**config.mk**
```make
export PLATFORM = sky130hd
export DESIGN_NAME = thl_link_cmd
export DESIGN_NICKNAME = d
export VERILOG_FILES = /design/src/rtl/thl_buf_mem.v /design/src/rtl/thl_link_cmd.v
export VERILOG_INCLUDE_DIRS = /design/src /design/src/rtl
export SDC_FILE = /design/constraint.sdc
export NUM_CORES = 2
export LEC_CHECK = 0
export BUFFER_PORTS_ARGS = -buffer_cell sky130_fd_sc_hd__buf_2
export CAP_MARGIN = 30
export CORE_MARGIN = 2
export CORE_UTILIZATION = 30
export DETAILED_ROUTE_END_ITERATION = 6
export HOLD_SLACK_MARGIN = 0.06
export PLACE_DENSITY = 0.49
export RECOVER_POWER = 50
export SYNTH_ARGS = -nofsm -noshare
export SYNTH_HDL_FRONTEND = slang
export SYNTH_SLANG_ARGS = --single-unit
```
**constraint.sdc**
```tcl
create_clock -name mclk -period 7.9 [get_ports mclk]
set_clock_uncertainty 0.2 [all_clocks]
set_input_delay 1.58 -clock mclk [delete_from_list [all_inputs] [get_ports mclk]]
set_output_delay 1.58 -clock mclk [all_outputs]
set_load 0.01 [all_outputs]
```
**src/rtl/thl_consts.vh**
```
// Constants for the tag head link command block: offsets, codes and reset values
`ifndef THL_CONSTS_VH
`define THL_CONSTS_VH

// ==========================================================
// Register byte offsets
`define THL_ACT_STATE 8'h00
`define THL_CMD_STATE 8'h04
`define THL_AUTO_MODE 8'h08
`define THL_TAG_STAT 8'h0C
`define THL_BUF0_CTRL 8'h10
`define THL_BUF1_CTRL 8'h14
`define THL_BUF0_STAT 8'h18
`define THL_BUF1_STAT 8'h1C
`define THL_BUF0_DATA 8'h20
`define THL_BUF1_DATA 8'h24
`define THL_MAP0_BASE 8'h40
`define THL_MAP1_BASE 8'h50
`define THL_TP4_BASE 8'h60
`define THL_SUB1 8'h04
`define THL_SUB2 8'h08

// ==========================================================
// Actual link state codes
`define THL_LS_IDLE 3'h0
`define THL_LS_CONNECTING 3'h1
`define THL_LS_FETCHING 3'h2
`define THL_LS_PREFETCH_DONE 3'h3
`define THL_LS_CONNECTED 3'h4
`define THL_LS_ERROR 3'h5

// ==========================================================
// Commanded link state, auto mode and buffer control values
`define THL_CMD_CONNECT 8'h01
`define THL_CMD_DISCONNECT 8'h02
`define THL_CMD_RECONNECT 8'h03
`define THL_CMD_ERROR 8'h04
`define THL_AUTO_NONE 8'h00
`define THL_AUTO_RECONNECT 8'h01
`define THL_AUTO_DISCONNECT 8'h02
`define THL_BC_LOCK 8'h00
`define THL_BC_DIRECT 8'h01
`define THL_BC_PREFETCH 8'h03

// ==========================================================
// Buffer status codes
`define THL_BS_LOCKED 8'h00
`define THL_BS_READY 8'h01
`define THL_BS_BUSY 8'h02
`define THL_BS_DONE 8'h03

// ==========================================================
// Mapping layout, PDO numbers and reset values
`define THL_MAP_STATUS_BIT 31
`define THL_TP4_ENT1 32'h21000208
`define THL_TP4_ENT2 32'h21010208
`define THL_TP4_CNT 8'h02
`define THL_PDO1 3'h1
`define THL_PDO2 3'h2
`define THL_PDO4 3'h4
`define THL_AUTO_RST 8'h00
`define THL_CTRL_RST 8'h00

`endif

```
**src/rtl/thl_buf_mem.v**
```verilog
// Byte memory holding the data of transfer buffer 0, registered read port
`timescale 1ns/10ps
module thl_buf_mem #(
	parameter AW = 6,
	parameter DW = 8
) (
	input wire mclk, // System clock
	input wire rst_b, // Async reset, active low
	input wire wrEn, // Write strobe
	input wire [AW-1:0] wrAddr, // Write address
	input wire [DW-1:0] wrData, // Write data
	input wire [AW-1:0] rdAddr, // Read address
	output reg [DW-1:0] rdData // Read data, one cycle later
);

	reg [DW-1:0] mem [0:(1<<AW)-1];

	// ==========================================================
	// Write port
	always @(posedge mclk) begin
		if (wrEn) begin
			mem[wrAddr] <= wrData;
		end
	end

	// Registered read port
	always @(posedge mclk or negedge rst_b) begin
		if (!rst_b) begin
			rdData <= {DW{1'b0}};
		end else begin
			rdData <= mem[rdAddr];
		end
	end

endmodule

```
**src/rtl/thl_link_cmd.v**
```verilog
// Command interpreter of the read_write_head: link states, mapping, prefetch and PDO events
`timescale 1ns/10ps
`include "thl_consts.vh"

module thl_link_cmd #(
	parameter BUF_AW = 6
) (
	input wire mclk, // System clock, 125 MHz
	input wire rst_b, // Async reset, active low
	input wire [7:0] regAddr, // Register byte address
	input wire [31:0] regWdata, // Register write data
	input wire regWr, // Write strobe
	input wire regRd, // Read strobe
	output wire [31:0] regRdata, // Read data, cycle after strobe
	input wire tagPresent, // A mobile_tag is in the field
	input wire [7:0] tagStatus, // Status byte of the present tag
	output reg tagReq_r, // Tag access request, held until ack or a command write
	output reg tagWe_r, // Access is a write
	output reg [17:0] tagAddr_r, // Tag byte address
	output reg [7:0] tagWdata_r, // Tag write byte
	input wire tagAck, // Tag access done
	input wire [7:0] tagRdata, // Tag read byte, valid with ack
	output reg pdoValid_r, // Transmit PDO pulse
	output reg [2:0] pdoNum_r, // PDO number 1, 2 or 4
	output reg [63:0] pdoData_r // PDO payload
);

	localparam [5:0] ST_IDLE = 6'h01;
	localparam [5:0] ST_CONN = 6'h02;
	localparam [5:0] ST_FETCH = 6'h04;
	localparam [5:0] ST_DONE = 6'h08;
	localparam [5:0] ST_LINKED = 6'h10;
	localparam [5:0] ST_ERR = 6'h20;

	reg [5:0] state_r;
	reg [5:0] prevState_r;
	reg [7:0] auto_r;
	reg waitGone_r;
	reg fIdx_r;
	reg [15:0] fOff_r;
	reg [BUF_AW:0] wPtr_r;
	reg [BUF_AW-1:0] rPtr_r;
	reg [15:0] dOff_r;
	reg [7:0] buf0Stat_r;
	reg [7:0] buf1Stat_r;
	reg [15:0] prevStat_r;
	reg [7:0] tagStat_r;
	reg [63:0] pdo2Cap_r;
	reg [2:0] pend_r;
	reg [7:0] tp4Cnt_r;
	reg [31:0] tp4E1_r;
	reg [31:0] tp4E2_r;
	reg [31:0] rdata_r;
	reg rdMem_r;
	reg [2:0] linkCode;
	reg [2:0] sentCode_r;
	reg [31:0] rdMux;
	wire [7:0] memQ;

	// ==========================================================
	// Register decode
	wire wrCmd = regWr & (regAddr == `THL_CMD_STATE);
	wire [7:0] cmd = regWdata[7:0];
	wire wrB0Data = regWr & (regAddr == `THL_BUF0_DATA);
	wire wrB1Data = regWr & (regAddr == `THL_BUF1_DATA);
	wire rdB0Data = regRd & (regAddr == `THL_BUF0_DATA);

	// ==========================================================
	// Per buffer control and mapping registers
	wire [15:0] ctrlW;
	wire [15:0] cntW;
	wire [63:0] prep1W;
	wire [63:0] prep2W;
	wire [63:0] act1W;
	wire [63:0] act2W;
	genvar b;
	generate
		for (b = 0; b < 2; b = b + 1) begin : gBuf
			localparam [7:0] CB = (b == 0) ? `THL_BUF0_CTRL : `THL_BUF1_CTRL;
			localparam [7:0] MB = (b == 0) ? `THL_MAP0_BASE : `THL_MAP1_BASE;
			reg [7:0] ctrl_r;
			reg [7:0] cnt_r;
			reg [31:0] prep1_r;
			reg [31:0] prep2_r;
			reg [31:0] act1_r;
			reg [31:0] act2_r;
			wire locked = (ctrl_r == `THL_BC_LOCK);
			// Control writes; mapping changes only while locked
			always @(posedge mclk or negedge rst_b) begin
				if (!rst_b) begin
					ctrl_r <= `THL_CTRL_RST;
					cnt_r <= 8'h00;
					prep1_r <= 32'h0;
					prep2_r <= 32'h0;
					act1_r <= 32'h0;
					act2_r <= 32'h0;
				end else begin
					if (regWr & (regAddr == CB)) begin
						ctrl_r <= regWdata[7:0];
					end
					if (regWr & locked) begin
						if (regAddr == MB + `THL_SUB1) begin
							prep1_r <= regWdata;
						end
						if (regAddr == MB + `THL_SUB2) begin
							prep2_r <= regWdata;
						end
						if (regAddr == MB) begin
							if (regWdata == 32'h0) begin
								cnt_r <= 8'h00;
								prep1_r <= 32'h0;
								prep2_r <= 32'h0;
								act1_r <= 32'h0;
								act2_r <= 32'h0;
							end else begin
								cnt_r <= regWdata[7:0];
								act1_r <= prep1_r;
								act2_r <= prep2_r;
							end
						end
					end
				end
			end
			assign ctrlW[b*8 +: 8] = ctrl_r;
			assign cntW[b*8 +: 8] = cnt_r;
			assign prep1W[b*32 +: 32] = prep1_r;
			assign prep2W[b*32 +: 32] = prep2_r;
			assign act1W[b*32 +: 32] = act1_r;
			assign act2W[b*32 +: 32] = act2_r;
		end
	endgenerate

	// ==========================================================
	// Prefetch walk over buffer 0 entries
	wire inFetch = (state_r == ST_FETCH);
	wire [31:0] curEnt = fIdx_r ? act2W[31:0] : act1W[31:0];
	wire curEmpty = (curEnt[15:0] == fOff_r);
	wire curIsStat = curEnt[`THL_MAP_STATUS_BIT];
	wire gotByte = inFetch & ~curEmpty & ~wrCmd & (curIsStat | (tagReq_r & tagAck));
	wire [7:0] gotData = curIsStat ? tagStatus : tagRdata;
	wire memWe = gotByte & ~wPtr_r[BUF_AW];
	wire fetchEnd = inFetch & curEmpty & fIdx_r & ~wrCmd;
	wire [17:0] fetchAddr = {curEnt[31:16], 2'b00} + {2'b00, fOff_r};
	wire doFetch = (ctrlW[7:0] == `THL_BC_PREFETCH) & (cntW[7:0] != 8'h00);
	wire tagArrive = (state_r == ST_CONN) & tagPresent & ~waitGone_r & ~wrCmd;

	// Direct exchange target on buffer 1
	wire [31:0] b1Ent = (act1W[63:32] != 32'h0) ? act1W[63:32] : act2W[63:32];
	wire b1Direct = (ctrlW[15:8] == `THL_BC_DIRECT) & (cntW[15:8] != 8'h00);
	wire dirGo = wrB1Data & b1Direct & (state_r == ST_LINKED) & ~tagReq_r &
		(dOff_r != b1Ent[15:0]);

	// PDO event sources
	wire tp4Ok = (tp4Cnt_r == `THL_TP4_CNT) & (tp4E1_r == `THL_TP4_ENT1) &
		(tp4E2_r == `THL_TP4_ENT2);
	wire [2:0] setPend;
	wire [2:0] sentPend;
	assign setPend[0] = (state_r != prevState_r);
	assign setPend[1] = fetchEnd | (tagArrive & ~doFetch);
	assign setPend[2] = tp4Ok & ({buf1Stat_r, buf0Stat_r} != prevStat_r);
	assign sentPend[0] = pend_r[0];
	assign sentPend[1] = pend_r[1] & ~pend_r[0];
	assign sentPend[2] = pend_r[2] & ~pend_r[0] & ~pend_r[1];

	thl_buf_mem #(
		.AW(BUF_AW),
		.DW(8)
	) uMem (
		.mclk(mclk),
		.rst_b(rst_b),
		.wrEn(memWe),
		.wrAddr(wPtr_r[BUF_AW-1:0]),
		.wrData(gotData),
		.rdAddr(rPtr_r),
		.rdData(memQ)
	);

	// ==========================================================
	// Link state machine, tag accesses and buffer status
	always @(posedge mclk or negedge rst_b) begin
		if (!rst_b) begin
			state_r <= ST_IDLE;
			auto_r <= `THL_AUTO_RST;
			waitGone_r <= 1'b0;
			fIdx_r <= 1'b0;
			fOff_r <= 16'h0;
			wPtr_r <= {(BUF_AW+1){1'b0}};
			rPtr_r <= {BUF_AW{1'b0}};
			dOff_r <= 16'h0;
			buf0Stat_r <= `THL_BS_LOCKED;
			buf1Stat_r <= `THL_BS_LOCKED;
			tagStat_r <= 8'h00;
			pdo2Cap_r <= 64'h0;
			tagReq_r <= 1'b0;
			tagWe_r <= 1'b0;
			tagAddr_r <= 18'h0;
			tagWdata_r <= 8'h00;
		end else begin
			if (regWr & (regAddr == `THL_AUTO_MODE)) begin
				auto_r <= regWdata[7:0];
			end
			if (~tagPresent) begin
				waitGone_r <= 1'b0;
			end
			// Buffer status follows control writes
			if (regWr & (regAddr == `THL_BUF0_CTRL)) begin
				buf0Stat_r <= (regWdata[7:0] == `THL_BC_LOCK) ? `THL_BS_LOCKED : `THL_BS_READY;
			end
			if (regWr & (regAddr == `THL_BUF1_CTRL)) begin
				buf1Stat_r <= (regWdata[7:0] == `THL_BC_LOCK) ? `THL_BS_LOCKED : `THL_BS_READY;
				dOff_r <= 16'h0;
			end
			// Buffer 0 read pointer walks with data reads, a write rewinds it
			if (rdB0Data) begin
				rPtr_r <= rPtr_r + 1'b1;
			end
			if (wrB0Data) begin
				rPtr_r <= {BUF_AW{1'b0}};
			end
			if (wrCmd) begin
				tagReq_r <= 1'b0;
				if (state_r == ST_ERR) begin
					if (cmd == `THL_CMD_DISCONNECT) begin
						state_r <= ST_IDLE;
					end
				end else begin
					case (cmd)
						`THL_CMD_CONNECT: begin
							state_r <= ST_CONN;
							waitGone_r <= 1'b0;
						end
						`THL_CMD_DISCONNECT: begin
							state_r <= ST_IDLE;
						end
						`THL_CMD_RECONNECT: begin
							state_r <= ST_CONN;
							waitGone_r <= 1'b1;
						end
						`THL_CMD_ERROR: begin
							state_r <= ST_ERR;
						end
						default: begin
							state_r <= state_r;
						end
					endcase
				end
			end else begin
				case (state_r)
					ST_CONN: begin
						if (tagArrive) begin
							tagStat_r <= tagStatus;
							if (doFetch) begin
								state_r <= ST_FETCH;
								fIdx_r <= 1'b0;
								fOff_r <= 16'h0;
								wPtr_r <= {(BUF_AW+1){1'b0}};
								rPtr_r <= {BUF_AW{1'b0}};
								pdo2Cap_r <= 64'h0;
								buf0Stat_r <= `THL_BS_BUSY;
							end else begin
								state_r <= ST_LINKED;
								pdo2Cap_r <= {56'h0, tagStatus};
							end
						end
					end
					ST_FETCH: begin
						if (curEmpty) begin
							fOff_r <= 16'h0;
							fIdx_r <= 1'b1;
							if (fIdx_r) begin
								state_r <= ST_DONE;
								buf0Stat_r <= `THL_BS_DONE;
							end
						end else if (curIsStat) begin
							fOff_r <= fOff_r + 16'h1;
						end else if (~tagReq_r) begin
							tagReq_r <= 1'b1;
							tagWe_r <= 1'b0;
							tagAddr_r <= fetchAddr;
						end else if (tagAck) begin
							tagReq_r <= 1'b0;
							fOff_r <= fOff_r + 16'h1;
						end
						if (gotByte) begin
							if (~wPtr_r[BUF_AW]) begin
								wPtr_r <= wPtr_r + 1'b1;
							end
							if (wPtr_r < 8) begin
								pdo2Cap_r[{wPtr_r[2:0], 3'b000} +: 8] <= gotData;
							end
						end
					end
					ST_DONE: begin
						if (auto_r == `THL_AUTO_RECONNECT) begin
							state_r <= ST_CONN;
							waitGone_r <= 1'b1;
						end else if (auto_r == `THL_AUTO_DISCONNECT) begin
							state_r <= ST_IDLE;
						end else begin
							state_r <= ST_LINKED;
						end
					end
					ST_LINKED: begin
						if (dirGo) begin
							tagReq_r <= 1'b1;
							tagWe_r <= 1'b1;
							tagAddr_r <= {b1Ent[31:16], 2'b00} + {2'b00, dOff_r};
							tagWdata_r <= regWdata[7:0];
							buf1Stat_r <= `THL_BS_BUSY;
						end else if (tagReq_r & tagAck) begin
							tagReq_r <= 1'b0;
							dOff_r <= dOff_r + 16'h1;
							if (dOff_r + 16'h1 == b1Ent[15:0]) begin
								buf1Stat_r <= `THL_BS_DONE;
							end
						end
					end
					default: begin
						state_r <= state_r;
					end
				endcase
			end
		end
	end

	// ==========================================================
	// PDO event queue: a new event wins over the send that clears it
	always @(posedge mclk or negedge rst_b) begin
		if (!rst_b) begin
			pend_r <= 3'h0;
			prevState_r <= ST_IDLE;
			sentCode_r <= `THL_LS_IDLE;
			prevStat_r <= 16'h0;
			pdoValid_r <= 1'b0;
			pdoNum_r <= 3'h0;
			pdoData_r <= 64'h0;
			tp4Cnt_r <= 8'h00;
			tp4E1_r <= 32'h0;
			tp4E2_r <= 32'h0;
		end else begin
			prevState_r <= state_r;
			// Code of the state one cycle ago, so a one-cycle state is still reported
			sentCode_r <= linkCode;
			prevStat_r <= {buf1Stat_r, buf0Stat_r};
			pend_r <= setPend | (pend_r & ~sentPend);
			pdoValid_r <= |pend_r;
			if (pend_r[0]) begin
				pdoNum_r <= `THL_PDO1;
				pdoData_r <= {61'h0, sentCode_r};
			end else if (pend_r[1]) begin
				pdoNum_r <= `THL_PDO2;
				pdoData_r <= pdo2Cap_r;
			end else if (pend_r[2]) begin
				pdoNum_r <= `THL_PDO4;
				pdoData_r <= {48'h0, buf1Stat_r, buf0Stat_r};
			end
			if (regWr & (regAddr == `THL_TP4_BASE)) begin
				tp4Cnt_r <= regWdata[7:0];
			end
			if (regWr & (regAddr == `THL_TP4_BASE + `THL_SUB1)) begin
				tp4E1_r <= regWdata;
			end
			if (regWr & (regAddr == `THL_TP4_BASE + `THL_SUB2)) begin
				tp4E2_r <= regWdata;
			end
		end
	end

	// Link state code seen by software and PDO 1
	always @* begin
		case (state_r)
			ST_IDLE: linkCode = `THL_LS_IDLE;
			ST_CONN: linkCode = `THL_LS_CONNECTING;
			ST_FETCH: linkCode = `THL_LS_FETCHING;
			ST_DONE: linkCode = `THL_LS_PREFETCH_DONE;
			ST_LINKED: linkCode = `THL_LS_CONNECTED;
			ST_ERR: linkCode = `THL_LS_ERROR;
			default: linkCode = `THL_LS_ERROR;
		endcase
	end

	// ==========================================================
	// Read mux, unmapped addresses read zero
	always @* begin
		case (regAddr)
			`THL_ACT_STATE: rdMux = {29'h0, linkCode};
			`THL_AUTO_MODE: rdMux = {24'h0, auto_r};
			`THL_TAG_STAT: rdMux = {24'h0, tagStat_r};
			`THL_BUF0_CTRL: rdMux = {24'h0, ctrlW[7:0]};
			`THL_BUF1_CTRL: rdMux = {24'h0, ctrlW[15:8]};
			`THL_BUF0_STAT: rdMux = {24'h0, buf0Stat_r};
			`THL_BUF1_STAT: rdMux = {24'h0, buf1Stat_r};
			`THL_MAP0_BASE: rdMux = {24'h0, cntW[7:0]};
			`THL_MAP0_BASE + `THL_SUB1: rdMux = prep1W[31:0];
			`THL_MAP0_BASE + `THL_SUB2: rdMux = prep2W[31:0];
			`THL_MAP1_BASE: rdMux = {24'h0, cntW[15:8]};
			`THL_MAP1_BASE + `THL_SUB1: rdMux = prep1W[63:32];
			`THL_MAP1_BASE + `THL_SUB2: rdMux = prep2W[63:32];
			`THL_TP4_BASE: rdMux = {24'h0, tp4Cnt_r};
			`THL_TP4_BASE + `THL_SUB1: rdMux = tp4E1_r;
			`THL_TP4_BASE + `THL_SUB2: rdMux = tp4E2_r;
			default: rdMux = 32'h0;
		endcase
	end

	// Read data stand only in the cycle after the strobe
	always @(posedge mclk or negedge rst_b) begin
		if (!rst_b) begin
			rdata_r <= 32'h0;
			rdMem_r <= 1'b0;
		end else begin
			rdata_r <= (regRd & ~rdB0Data) ? rdMux : 32'h0;
			rdMem_r <= rdB0Data;
		end
	end

	assign regRdata = rdMem_r ? {24'h0, memQ} : rdata_r;

endmodule

```
# Word-level counts from Yosys, hierarchy flattened
# Memories as Yosys holds them, arrays and structs flattened. A register that Yosys moved wholly into a read port is not among the register bits.
# Cells that the tools add are included.
# totals
out_inout_bits	128
word_cells	305
memories	1
mem_bits_rw	512
regBits	666
# classes
reduce_logical	28
n_addsub	7
muxes	114
order_cmp	1
bitwise	51
n_shift	2
n_eq_ne	60
# memory_table
memory	words	word_bits	rd	rd_clocked_by_memory_dff	wr	line_no	text
uMem.mem	64	8	1	1	1	thl_buf_mem.v:16	reg [DW-1:0] mem [0:(1<<AW)-1];
# ops
op	n
$mux 32	20
$pmux 32 s16	1
$mux 64	6
$mux 16	11
$pmux 64 s2	1
$mux 8	15
$eq 8x7->1 const B	9
$mux 18	4
$mux 6	12
$bwmux 64	1
$eq 32x30->1 const B	2
$shift 8x8->64 const A	1
$shiftx 8x8->64	1
$eq 8x2->1 const B	5
$and 1x1->1	37
$add 18x16->18	2
$pmux 18 s2	1
$pmux 6 s3	2
$add 16x1->16 const B	2
$eq 16x16->1	2
$eq 8x5->1 const B	4
$logic_not 32->1	1
$logic_not 8->1	4
$ne 16x16->1	2
48 further kinds	117

# Depth between registers and ports, before layout
# depth
depth_word	9
depth_mapped	15

# Modules after synthesis
# A second synthesis with hierarchy kept.
# hier_totals
cells_unflattened	4032
hier_area_um2	51408.1
# modules_own_cells
module	area_each_um2	instances	seq_area_each_um2	cells_each
thl_link_cmd	31236.2	1	16668.5	3120
thl_buf_mem	20171.8	1	15574.9	912

# Worst setup path before layout
# No wires, ideal clock.
# synth_timing
path_kind	input to register
from	input port regAddr[2]
to	memory uMem.mem[24][0] (enable)
path_buffers	2
arrival_ps	3362
cell_stages	8
setup_slack_ps	3968
t_required_ps	7330
path_cell_list	nor4b_1 -> and3_1 -> nor2_4 -> nand3_2 -> clkbuf_1 -> or4_1 -> clkbuf_1 -> nor2_1
# synth_via
elab_chain_len	8
# synth_lines
item	line_no	text
start, declared	thl_link_cmd.v:10	input wire [7:0] regAddr,
$eq 8x3->1 (no source line)	-	
$and 1x1->1	thl_link_cmd.v:62	wire wrCmd = regWr & (regAddr == `THL_CMD_STATE);
$not 1->1 (no source line)	-	
$and 1x1->1 (2 in a row)	thl_link_cmd.v:139	wire gotByte = inFetch & ~curEmpty & ~wrCmd & (curIsStat | (tagReq_r & tagAck));
$and 1x1->1	thl_link_cmd.v:141	wire memWe = gotByte & ~wPtr_r[BUF_AW];
$mux 1	thl_buf_mem.v:21	if (wrEn) begin
$mux 1 (implied by the code)	thl_buf_mem.v:22	mem[wrAddr] <= wrData;
end, declared	thl_buf_mem.v:16	
# Every way passes these cells.

# Worst setup path after layout
# layout_timing
from	register fIdx_r
to	memory uMem.mem[42][5], data pin
# layout_via
elab_chain_len	2
# layout_lines
item	line_no	text
start, declared	thl_link_cmd.v:39	reg fIdx_r;
start signal, assigned	thl_link_cmd.v:185	fIdx_r <= 1'b0;
start signal, assigned	thl_link_cmd.v:254	fIdx_r <= 1'b0;
start signal, assigned	thl_link_cmd.v:269	fIdx_r <= 1'b1;
$mux 32	thl_link_cmd.v:136	wire [31:0] curEnt = fIdx_r ? act2W[31:0] : act1W[31:0];
$mux 8	thl_link_cmd.v:140	wire [7:0] gotData = curIsStat ? tagStatus : tagRdata;
net gotData[5]	thl_link_cmd.v:140	
# The timed path passes the listed nets, and every way through them passes these cells.

==> impl_metrics.py <==
metrics = {
    "yosys": {
        "syn_area_um2": 51000,
        "synth_cell_types": 77,
        "syn_avg_cell_area_um2": 12.8,
        "synth_nets": 4069,
        "synth_edf_count": 512,
        "ys_seq_elements": 1186,
        "synthCells": 3970,
        "synth-main-ff-cell": "dfrtp_1",
        "synthArstFlopShare_pct": 56.8,
        "synth-seq-area-share_pct": 63.2,
        "yosys_warnings": 0,
    },
    "global_routing": {
        "antenna_found_initial": 2,
        "grt_pass1_wl_um": 239000,
        "track_usage_pct": 18.6,
        "grt_start_max_net_pins": 180,
        "grt.overflow.total": 0,
        "grt_pass1_vias": 33300,
    },
    "floorplanning": {
        "die_area_um2": 173000,
        "initial_core_util_pct": 30.2,
        "pin_count": 190,
        "fp.dieW_um": 416,
        "fp.coreArea_um2": 169000,
        "die_h_um": 416,
        "row_count": 151,
    },
    "run_status": {
        "violations": "max-capacitance violations, max-slew violations",
        "status": "finished, violations left",
    },
    "clock_tree": {
        "cts_buffer_depth": 3,
        "cts_resized": 0,
        "path_clk_slew_ns": 0.06,
        "clock_sinks": 1186,
        "hold_buffers": 0,
        "cts_root_buffer": "clkbuf_16",
        "clkLatencyLatePin_ns": 0.77,
        "cts_buffers": 136,
        "htree_levels": 4,
        "cts_tree": "done",
        "cts_setup_buffers": 0,
    },
    "sta": {
        "final.setup.tns_ns": 0,
        "final-hold-violation-count": 0,
        "max_freq_mhz": 160,
        "rsz0062_at_grt": "false",
        "setup_viol": 0,
        "fin_crit_ns": 6.24,
        "fin_crit_sh_pct": 79.0,
        "tightest_slew_ns": 3.85,
        "slew_headroom_pct": -157,
        "drv_slew": 856,
    },
    "worst_setup_path": {
        "path_cells": "mux2i_4 -> clkbuf_1 -> mux2i_1 -> clkbuf_1 -> inv_1 -> clkbuf_2",
        "rrSetupSlack_ns": 1.66,
        "worstPathArrival_ns": 6.24,
        "startpoint_type": "register",
        "critPathMaxStageDelay_ns": 1.50,
        "crit_family": "buffers and inverters",
        "regToRegStartpoint": "fIdx_r",
        "critPathMaxFanout": 60,
        "slowest_stage": "dfrtp_1",
        "cp_common_cell": "clkbuf_1",
        "cp-end-kind": "register",
        "cp.required_ns": 7.90,
        "cp_num_buf_inv": 4,
        "crit_type": "reg2reg",
        "reg2reg_to": "uMem.mem[42][5]",
        "rr_worst_depth": 6,
    },
    "drt": {
        "wl_um": 162000,
        "firstDrtPassIters": 7,
        "vias_per_cell": 5.18,
        "ant_nets": 0,
        "vias": 33500,
        "drtIter0Drc": 3243,
        "route.detailed.drc": 0,
        "wl_per_cell_um": 25.1,
    },
    "flow_run": {
        "drv_cap": 13,
    },
    "layout": {
        "drive_gt1_share_pct": 17.4,
        "mostFrequentLayoutCells": "dfrtp_1 (669), nand2_1 (662), edfxtp_1 (512)",
        "final_common_cell": "dfrtp_1",
        "ff_latch_area_um2": 32300,
        "fill_cells": 16600,
        "multi_input_area_um2": 17800,
        "area_growth_syn_to_layout_pct": 15.7,
        "final_cells": 6455,
        "final_nets": 4231,
        "design_area_um2": 59000,
    },
    "place": {
        "port_buffers": 189,
        "dpl_cell_area_um2": 54700,
        "dp_hpwl_um": 107000,
        "placedCellCount": 6209,
        "place_congestion": 0.851,
    },
    "min_path": {
        "hold_path.class": "reg2reg",
        "whs_endpoint": "gBuf[0].act2_r[27]",
        "min-delay-start": "gBuf[0].act2_r[27]",
        "hold_depth": 2,
    },
    "power": {
        "p_leak_uw": 0.0229,
        "power_density_nw_per_um2": 245,
        "peakVddDrop_mv": 0.229,
    },
}
## Yosys cell counts (all sizes together) (26+ instances only)
| master | instances | area (µm²) |
|---|---|---|
| nor2 | 203 | 769 |
| buf | 46 | 206 |
| edfxtp | 512 | 15400 |
| clkbuf | 206 | 773 |
| nor3 | 34 | 170 |
| nor4 | 54 | 338 |
| inv | 39 | 146 |
| mux2 | 160 | 1820 |
| nand4 | 26 | 163 |
| xnor2 | 52 | 455 |
| mux4 | 168 | 3780 |
| a22o | 64 | 561 |
| nor2b | 32 | 200 |
| nand3 | 97 | 490 |
| dfrtp | 672 | 16800 |
| ha | 35 | 438 |
| o21ai | 256 | 1280 |
| nand2 | 667 | 2500 |
| a22oi | 95 | 713 |
| a21oi | 173 | 866 |
| xor2 | 60 | 526 |
| mux2i | 50 | 500 |
| a31oi | 47 | 294 |
## area by class of cell
class / count / share of cell area (%)
antenna: 1 / 0.00424
clock buffer: 182 / 6.55
clock inverter: 60 / 1.09
inverter: 40 / 0.257
multi-input combinational: 2492 / 30.1
sequential: 1186 / 54.7
tap: 2218 / 4.70
timing repair buffer: 276 / 2.64
## metrics by stage
step / setup slack [ns] / hold WS [ns] / util [%] / total power [µW]
3_3_place_gp: 2.59 / 0.232 / 32.2 / 8170
5_1_grt: 1.34 / 0.282 / 34.9 / 14900
4_1_cts: 2.80 / 0.244 / 35.0 / 14600
2_1_floorplan: 3.97 / 0.149 / - / 7600
3_5_place_dp: 2.54 / 0.231 / 32.3 / 8180
6_report: 1.66 / 0.270 / 34.9 / 14400
## power by group
part	total, µW	switching [µW]	internal [µW]
Clock	6410	2610	3800
Combinational	1220	787	429
Sequential	6820	221	6600
Total	14400	3610	10800
## state kept, by name, summed over array words and instances (netlist names), 18 cells and up
name and cells:
tagAddr_r 18, gBuf.act2_r 64, pdoData_r 64, gBuf.prep1_r 64, pdo2Cap_r 64, gBuf.prep2_r 64, gBuf.act1_r 64, tp4E2_r 32
tp4E1_r 32, uMem.mem 512, rdata_r 32
## cells by family (layout without fill, tap and decap cells)
| family | count (synthesis) | in the layout | synth area share [%] |
|---|---|---|---|
| flops | 1186 | 1186 | 63.2 |
| mux | 378 | 378 | 12.0 |
| xor+xnor | 113 | 113 | 1.97 |
| other cells | 0 | 1 | 0 |
| compound gates | 757 | 757 | 9.24 |
| buf+inv | 292 | 558 | 2.22 |
| fa+ha+maj | 37 | 37 | 0.937 |
| simple gates | 1207 | 1207 | 10.5 |
## worst max path at each step
stage                          start              end  slack, ns  cells past startpoint
final                         fIdx_r  uMem.mem[42][5]       1.66                      6
after detailed placement  regAddr[1]     pdo2Cap_r[6]       2.54                      7
after floorplan           regAddr[2]  uMem.mem[24][0]       3.97                      8
after global routing           rst_b        rPtr_r[1]       1.34                      2
after global placement    regAddr[1]     pdo2Cap_r[4]       2.59                      7
after CTS                     fIdx_r  uMem.mem[19][0]       2.80                     10
## worst reg2reg max path, cell delays in order, from the launching register on
cell,delay [ns]
dfrtp_1,1.50
mux2i_4,0.47
clkbuf_1,1.41
mux2i_1,0.35
clkbuf_1,0.66
inv_1,0.24
clkbuf_2,0.80
## routing by layer
metal  wire length, µm  up-vias  global-route usage [%]
met5                13        -                       0
met4              4680        2                    5.76
met3              8450      226                    2.97
met2             77900     1007                    30.2
met1             70800    17300                    25.5
li1                  -    15000                       -
No activity file was read; power rests on OpenSTA's default activity.
